[src/rtl/agc_pkg.sv]
// Behaviour
// RULE_01: Reference pin low below high selects serial.
// RULE_02: Reference pin low above high selects parallel.
// RULE_03: Parallel mode ignores the stored control word.
// RULE_04: Parallel gain code from three pins.
// RULE_05: Parallel bandwidth trim derived from gain code.
// RULE_06: Parallel power down follows select pin high.
// RULE_07: Fault detection disabled in parallel mode.
// RULE_08: Serial mode: control word governs all settings.
// RULE_09: Word bits 2..0 are gain code.
// RULE_10: Word bits 5..3 are bandwidth trim.
// RULE_11: Bits 7..6 input select, bit 8 swap.
// RULE_12: Bit 9 shutdown, bit 10 external filter.
// RULE_13: Bit 11 picks fault detection pin.
// RULE_14: Bits 14..12 fault current, bit 15 zero.
// RULE_15: Host loads the word right after power on.
// RULE_16: Select fall arms; data taken on clock rise.
// RULE_17: Select rise moves shift to holding register.
// RULE_18: Host keeps clock high at select edges.
// RULE_19: Shift register end drives serial out.
// RULE_20: Word shifted most significant bit first.
// RULE_21: Select high: ignore link, serial out undriven.
package agc_pkg;

  // ---------------------------------------------------------------
  // Control word layout
  // ---------------------------------------------------------------
  localparam int WORD_W       = 16;
  localparam int GAIN_LSB     = 0;
  localparam int TRIM_LSB     = 3;
  localparam int INSEL_LSB    = 6;
  localparam int SWAP_BIT     = 8;
  localparam int POWER_DOWN_BIT     = 9;
  localparam int EXTERNAL_CAP_SMOOTHING_EN_BIT     = 10;
  localparam int FPIN_BIT     = 11;
  localparam int FCUR_LSB     = 12;
  localparam int SPARE_BIT    = 15;
  localparam logic [15:0] WORD_RESET = 16'h0000;

  // ---------------------------------------------------------------
  // Parallel trim derivation
  // ---------------------------------------------------------------
  localparam logic [2:0] TRIM_LOW   = 3'h0;
  localparam logic [2:0] TRIM_MID   = 3'h1;
  localparam logic [2:0] TRIM_HIGH  = 3'h2;
  localparam logic [2:0] TRIM_TOP   = 3'h3;
  localparam logic [2:0] TRIM_EXT   = 3'h4;

  typedef enum logic {AGC_SERIAL, AGC_PARALLEL} agc_mode_e;

endpackage : agc_pkg

[src/rtl/agc_sync.sv]
module agc_sync (
  input  wire logic clk,
  input  wire logic rst_n,
  input  wire logic async_in,
  output logic      level,
  output logic      rise,
  output logic      fall
);
  logic s1;
  logic s2;
  logic s3;

  // ---------------------------------------------------------------
  // Three stage sampler, change counts when stages two and three agree
  // ---------------------------------------------------------------
  always_ff @(posedge clk or negedge rst_n) begin
    if (!rst_n) begin
      s1 <= 1'b1;
      s2 <= 1'b1;
      s3 <= 1'b1;
    end else begin
      s1 <= async_in;
      s2 <= s1;
      s3 <= s2;
    end
  end

  always_ff @(posedge clk or negedge rst_n) begin
    if (!rst_n) begin
      level <= 1'b1;
    end else if (s2 == s3) begin
      level <= s3;
    end
  end

  assign rise = (s2 == s3) && s3 && !level;
  assign fall = (s2 == s3) && !s3 && level;

endmodule : agc_sync

[src/rtl/agc_top.sv]
module agc_top
  import agc_pkg::*;
(
  input  wire logic        clk,
  input  wire logic        rst_n,
  input  wire logic        ref_cmp_serial,
  input  wire logic        select_or_power_down_pin,
  input  wire logic        clock_or_gain_msb_pin,
  input  wire logic        din_or_gain_mid_pin,
  input  wire logic        dout_or_gain_lsb_pin_in,
  output logic             dout_or_gain_lsb_pin_out,
  output logic             dout_or_gain_lsb_pin_oe_n,
  output logic             serial_mode,
  output logic [2:0]       gain_code,
  output logic [2:0]       bandwidth_trim,
  output logic [1:0]       input_select,
  output logic             input_sign_swap,
  output logic             power_down,
  output logic             external_cap_smoothing_en,
  output logic             fault_pin_select,
  output logic [2:0]       fault_bias_level,
  output logic             fault_detect_en,
  output logic [15:0]      amp_control_word
);
  import agc_pkg::*;

  // ---------------------------------------------------------------
  // Pin sampling
  // ---------------------------------------------------------------
  logic mode_lvl;
  logic cs_lvl;
  logic cs_rise;
  logic cs_fall;
  logic sck_lvl;
  logic sck_rise;
  logic sdi_lvl;
  logic g0_lvl;

  agc_sync u_mode (
    .clk      (clk),
    .rst_n    (rst_n),
    .async_in (ref_cmp_serial),
    .level    (mode_lvl),
    .rise     (),
    .fall     ()
  );

  agc_sync u_cs (
    .clk      (clk),
    .rst_n    (rst_n),
    .async_in (select_or_power_down_pin),
    .level    (cs_lvl),
    .rise     (cs_rise),
    .fall     (cs_fall)
  );

  agc_sync u_sck (
    .clk      (clk),
    .rst_n    (rst_n),
    .async_in (clock_or_gain_msb_pin),
    .level    (sck_lvl),
    .rise     (sck_rise),
    .fall     ()
  );

  agc_sync u_sdi (
    .clk      (clk),
    .rst_n    (rst_n),
    .async_in (din_or_gain_mid_pin),
    .level    (sdi_lvl),
    .rise     (),
    .fall     ()
  );

  agc_sync u_g0 (
    .clk      (clk),
    .rst_n    (rst_n),
    .async_in (dout_or_gain_lsb_pin_in),
    .level    (g0_lvl),
    .rise     (),
    .fall     ()
  );

  agc_mode_e mode;
  assign mode = mode_lvl ? AGC_SERIAL : AGC_PARALLEL;  // see RULE_01 see RULE_02

  // ---------------------------------------------------------------
  // Shift register and holding register
  // ---------------------------------------------------------------
  logic [15:0] shift_reg;
  logic        armed;

  always_ff @(posedge clk or negedge rst_n) begin
    if (!rst_n) begin
      armed <= 1'b0;
    end else if (mode != AGC_SERIAL) begin
      armed <= 1'b0;
    end else if (cs_fall) begin
      armed <= 1'b1;  // see RULE_16
    end else if (cs_rise) begin
      armed <= 1'b0;
    end
  end

  always_ff @(posedge clk or negedge rst_n) begin
    if (!rst_n) begin
      shift_reg <= WORD_RESET;
    end else if (armed && !cs_lvl && sck_rise) begin
      shift_reg <= {shift_reg[14:0], sdi_lvl};  // see RULE_16 see RULE_20 see RULE_21
    end
  end

  always_ff @(posedge clk or negedge rst_n) begin
    if (!rst_n) begin
      amp_control_word <= WORD_RESET;
    end else if (armed && cs_rise) begin
      amp_control_word <= shift_reg;  // see RULE_17
    end
  end

  // ---------------------------------------------------------------
  // Serial out, driven only while selected
  // ---------------------------------------------------------------
  always_ff @(posedge clk or negedge rst_n) begin
    if (!rst_n) begin
      dout_or_gain_lsb_pin_out  <= 1'b0;
      dout_or_gain_lsb_pin_oe_n <= 1'b1;
    end else begin
      dout_or_gain_lsb_pin_out  <= shift_reg[WORD_W-1];  // see RULE_19
      dout_or_gain_lsb_pin_oe_n <= !(mode == AGC_SERIAL && !cs_lvl);  // see RULE_21
    end
  end

  // ---------------------------------------------------------------
  // Parallel trim derivation
  // ---------------------------------------------------------------
  logic [2:0] par_gain;
  logic [2:0] par_trim;
  assign par_gain = {sck_lvl, sdi_lvl, g0_lvl};  // see RULE_04

  always_comb begin
    unique case (par_gain)
      3'h0, 3'h1: par_trim = TRIM_LOW;  // see RULE_05
      3'h2:       par_trim = TRIM_MID;
      3'h3, 3'h4: par_trim = TRIM_HIGH;
      3'h5, 3'h6: par_trim = TRIM_TOP;
      3'h7:       par_trim = TRIM_EXT;
    endcase
  end

  // ---------------------------------------------------------------
  // Applied settings
  // ---------------------------------------------------------------
  always_ff @(posedge clk or negedge rst_n) begin
    if (!rst_n) begin
      serial_mode               <= 1'b1;
      gain_code                 <= 3'h0;
      bandwidth_trim            <= 3'h0;
      input_select              <= 2'h0;
      input_sign_swap           <= 1'b0;
      power_down                <= 1'b0;
      external_cap_smoothing_en <= 1'b0;
      fault_pin_select          <= 1'b0;
      fault_bias_level          <= 3'h0;
      fault_detect_en           <= 1'b0;
    end else if (mode == AGC_PARALLEL) begin
      serial_mode               <= 1'b0;  // see RULE_03
      gain_code                 <= par_gain;  // see RULE_04
      bandwidth_trim            <= par_trim;  // see RULE_05
      input_select              <= 2'h0;
      input_sign_swap           <= 1'b0;
      power_down                <= cs_lvl;  // see RULE_06
      external_cap_smoothing_en <= 1'b0;
      fault_pin_select          <= 1'b0;
      fault_bias_level          <= 3'h0;
      fault_detect_en           <= 1'b0;  // see RULE_07
    end else begin
      serial_mode               <= 1'b1;  // see RULE_08
      gain_code                 <= amp_control_word[GAIN_LSB +: 3];  // see RULE_09
      bandwidth_trim            <= amp_control_word[TRIM_LSB +: 3];  // see RULE_10
      input_select              <= amp_control_word[INSEL_LSB +: 2];  // see RULE_11
      input_sign_swap           <= amp_control_word[SWAP_BIT];  // see RULE_11
      power_down                <= amp_control_word[POWER_DOWN_BIT];  // see RULE_12
      external_cap_smoothing_en <= amp_control_word[EXTERNAL_CAP_SMOOTHING_EN_BIT];  // see RULE_12
      fault_pin_select          <= amp_control_word[FPIN_BIT];  // see RULE_13
      fault_bias_level          <= amp_control_word[FCUR_LSB +: 3];  // see RULE_14
      fault_detect_en           <= 1'b1;
    end
  end

endmodule : agc_top

[config.mk]
export PLATFORM = sky130hd
export DESIGN_NAME = agc_top
export DESIGN_NICKNAME = d
export VERILOG_FILES = /design/src/rtl/agc_pkg.sv /design/src/rtl/agc_sync.sv /design/src/rtl/agc_top.sv
export SDC_FILE = /design/constraint.sdc
export NUM_CORES = 1
export LEC_CHECK = 0
export ABC_AREA = 1
export BUFFER_PORTS_ARGS = -buffer_cell sky130_fd_sc_hd__clkbuf_2
export CORE_UTILIZATION = 56
export CTS_CLUSTER_SIZE = 12
export DETAILED_ROUTE_END_ITERATION = 8
export MAX_ROUTING_LAYER = met4
export PLACE_DENSITY = 0.78
export SKIP_CTS_REPAIR_TIMING = 1
export SLEW_MARGIN = 0
export SYNTH_ARGS = -nofsm -noshare
export SYNTH_HDL_FRONTEND = slang
export SYNTH_HIERARCHICAL = 1
export SYNTH_SLANG_ARGS = --single-unit
[constraint.sdc]
create_clock -name clk -period 1.75 [get_ports clk]
set_clock_uncertainty 0.1 [all_clocks]
set_input_delay 0.2625 -clock clk [delete_from_list [all_inputs] [get_ports clk]]
set_output_delay 0.2625 -clock clk [all_outputs]
set_load 0.1 [all_outputs]
Word level (Yosys, flattened, before mapping)
Memories as Yosys holds them, arrays and structs flattened.
Cells that the tools add are included.
{"block": "classes", "eq_ne": 6, "mux": 12, "n_reduce_logical": 14}
{"operator": "logical AND 1 bit", "n": 10}
{"operator": "2-to-1 mux 3 bit", "n": 3}
{"operator": "2-to-1 mux 1 bit", "n": 8}
{"operator": "== test 1 bit", "n": 5}
{"operator": "logical NOT 1 bit", "n": 4}
{"operator": "inequality test 3 bit, second input constant", "n": 1}
{"operator": "2-to-1 mux 2 bit", "n": 1}
{"block": "word_totals", "ff_bits": 72, "mem_bits_ro": 24, "in_bits": 7, "out_inout_bits": 35, "word_cells": 68, "memories": 1}
{"name": "(name not given)", "words": 8, "width": 3, "read_ports": 1, "rd_ports_with_merged_regs": 0, "wr": 0, "line_no": "agc_top.sv:142", "text": "unique case (par_gain)"}

Logic depth before layout (Yosys ltp)
{"block": "logic_depth", "depth_word": 6, "ltp_mapped": 8, "depth_no_buf": 6}

By module
The synthesis kept the hierarchy.
{"module": "agc_top", "instances": 1, "cells_per_inst": 214, "area_per_inst_um2": 2064.5, "seq_area_each_um2": 1303.8}
{"module": "agc_sync", "instances": 5, "cells_per_inst": 16, "area_per_inst_um2": 167.7, "seq_area_each_um2": 105.1}

Worst setup path after synthesis
OpenSTA, ideal clock, no wires.
{"block": "synth_timing", "kind": "flip-flop to flip-flop", "start": "register u_cs.s2", "end": "register amp_control_word[10]", "setup_ps": 122, "t_arrival_ps": 1232, "required_time_ps": 1528, "path_slack_ps": 295, "path_stages_with_launch": 9, "n_path_buf": 2, "synth_period_minus_slack_ps": 1455, "cell_sequence": "dfstp_2 > ha_1 > inv_1 > nor2_1 > buf_4 > nand2_4 > buf_4 > nand2_1 > nand2_1"}
{"block": "synth_between", "elab_chain_len": 4}
{"element": "start: declaration", "line_no": "agc_sync.sv:10", "text": "logic s2;"}
{"element": "start signal: assignment", "line_no": "agc_sync.sv:19", "text": "s2 <= 1'b1;"}
{"element": "start signal: assignment", "line_no": "agc_sync.sv:23", "text": "s2 <= s1;"}
{"element": "== test 1 bit", "line_no": "agc_sync.sv:36", "text": "assign rise = (s2 == s3) && s3 && !level;"}
{"element": "logical AND 1 bit (2 in series)", "line_no": "agc_sync.sv:36"}
{"element": "net cs_rise", "line_no": "agc_top.sv:32", "text": "logic cs_rise;"}
{"element": "logical AND 1 bit", "line_no": "agc_top.sv:116", "text": "end else if (armed && cs_rise) begin"}
{"element": "end signal: assignment", "line_no": "agc_top.sv:117", "text": "amp_control_word <= shift_reg;"}
{"element": "end: declaration", "line_no": "agc_top.sv:23", "text": "output logic [15:0] amp_control_word"}
The timed path passes the listed nets, and every way through them passes these cells.
A chain may end at the register's enable or synchronous reset.

Worst setup path in the final report
{"block": "layout_timing", "start": "register serial_mode", "end": "output serial_mode"}
{"element": "start: declaration", "line_no": "agc_top.sv:13", "text": "output logic serial_mode,"}
{"element": "start signal: assignment", "line_no": "agc_top.sv:156", "text": "serial_mode <= 1'b1;"}
{"element": "start signal: assignment", "line_no": "agc_top.sv:167", "text": "serial_mode <= 1'b0;"}
{"element": "start signal: assignment", "line_no": "agc_top.sv:178", "text": "serial_mode <= 1'b1;"}
No word-level cell between the ends.

==> flow_metrics.tcl <==
set metrics [dict create \
    vdd.ir_drop.worst_v 0.000781 \
    worstPathArrival_ns 1.30 \
    post-route-drc-count 0 \
    hold_violations 0 \
    rsz0062_at_grt "false" \
    initial_utilization_pct 58.8 \
    rows 25 \
    relSlewSlack_pct 63.6 \
    critical_path_buf_inv_count 1 \
    yosys_warnings 6 \
    netlist_area_mm2 0.00281 \
    critPathKind "reg2out" \
    cts_buffers 9 \
    leakage_nw 1.95 \
    num_io_pins 42 \
    cp-start-kind "register" \
    syn_avg_cell_area_um2 10.2 \
    place_hpwl_um 2910 \
    required_ns 1.39 \
    grt_start_max_net_pins 73 \
    finalPower_mw 3.91 \
    tightest_slew_ns 0.549 \
    drive_above_1_share_pct 26.4 \
    max_cap_viol_count 0 \
    setup_violations 0 \
    cpPeakStageDelay_ns 0.52 \
    port_buffers 41 \
    vias 1897 \
    gp_congestion 0.799 \
    htree_levels 3 \
    track_usage_pct 20.1 \
    met2_length_um 2080 \
    hold_class "reg2reg" \
    tritoncts "done" \
    grt_pass1_wl_um 7620 \
    wl_met1_um 2190 \
    wire_per_inst_um 11.3 \
    timing.critical_path.slowest_stage_cell "dfstp_2" \
    status "finished, final reports clean" \
    route.met3.wl_um 169 \
    grt_pass1_vias 1624 \
    path_max_fanout 1 \
    period_share_pct 95.0 \
    dr.max_layer_used "met4" \
    final_nets 345 \
    ctsLongestPathBuffers 2 \
    gr-total-overflow 0 \
    clock_latency_ns 0.34 \
    cp_cell_sequence "clkbuf_2" \
    min_period_ns 1.66 \
    maxSlewViolCount 0 \
    ant_nets 0 \
    postPlaceCellArea_mm2 0.00309 \
    core_mm2 0.00479 \
    clock-sinks 72 \
    power.density_mw_per_mm2 1150 \
    antenna_found_initial 0 \
    fmax_mhz 602 \
    die_h_um 72.9 \
    cp_top_family "flip-flops" \
    clk_pin_slew_ns 0.07 \
    die_area_mm2 0.00531 \
    diodes 0 \
    die_w_um 72.9 \
    dr.pass1.iters 4 \
    totalWireLength_um 4530 \
    final_area_mm2 0.00339 \
    tns_ns 0 \
    syn_inst 277 \
    crit_path_end_kind "primary output" \
    drt_iter0_drc 164 \
    syn_nets 294 \
    area_growth_pct 20.5 \
    clockRootBuffer "clkbuf_8" \
    viasPerCell 4.74 \
    whs_ns 0.258 \
]
==> metal layers <==
metal  track usage (%)  up-vias
met5                 -        -
met4              11.1        0
met3              4.83       10
met2              27.5       41
met1              27.7      884
li1                  -      962
==> worst reg2reg max path: cells and delay by family, from the launching register on <==
family / cells / cell delay (ns)
adder cells (fa/ha/maj): 1 / 0.14
AND/OR/NAND/NOR: 4 / 0.46
flip-flops: 1 / 0.55
buffers and inverters: 2 / 0.21
==> layout make-up <==
class                           instances  area [um2]
Timing Repair Buffer                   53         335
Fill cell                             365        1400
Sequential cell                        72        1830
Multi-Input combinational cell        159         773
Tap cell                               67        83.8
Clock inverter                          7         120
Clock buffer                            9         124
Inverter                               33         124
==> metrics by stage <==
stage	util [%]	setup WS, ns	std cells
detailed placement	64.5	0.188	378
floorplan	-	0.295	277
global placement	64.5	0.230	378
global route	70.8	0.0394	400
CTS	69.6	0.0699	394
finish	70.8	0.0881	400
==> cells in the final DEF (no fill, tap or decap), types with 2 or more instances in the layout <==
cell	n
buf_12	2
buf_4	4
bufinv_16	3
clkbuf_2	40
clkbuf_8	9
clkinv_4	2
dfrtp_1	50
dfstp_2	22
dlygate4sd3_1	6
ha_1	10
inv_1	32
nand2_1	106
nand3_1	18
nand4_1	16
nor2_1	3
o21ai_0	3
==> path summary, 6_finish.rpt <==
kind,end,cells after the start,from,slack [ns]
worst max register to register,amp_control_word[6],7,u_cs/s2,0.18
worst max-delay path,serial_mode,1,serial_mode,0.09
worst min-delay path,u_mode/s2,0,u_mode/s1,0.26
worst min register to register,u_mode/s2,0,u_mode/s1,0.26
max in group asynchronous,dout_or_gain_lsb_pin_oe_n,3,rst_n,0.84
min in group asynchronous,fault_detect_en,3,rst_n,0.37
==> where the power goes <==
| part | leakage [nW] | internal, mW | total, mW | switching, mW |
|---|---|---|---|---|
| clock | 0.119 | 0.948 | 1.55 | 0.603 |
| sequential | 0.921 | 1.77 | 1.82 | 0.0496 |
| combinational | 0.908 | 0.101 | 0.539 | 0.438 |
Note: power is estimated with default switching activity, not from simulation.
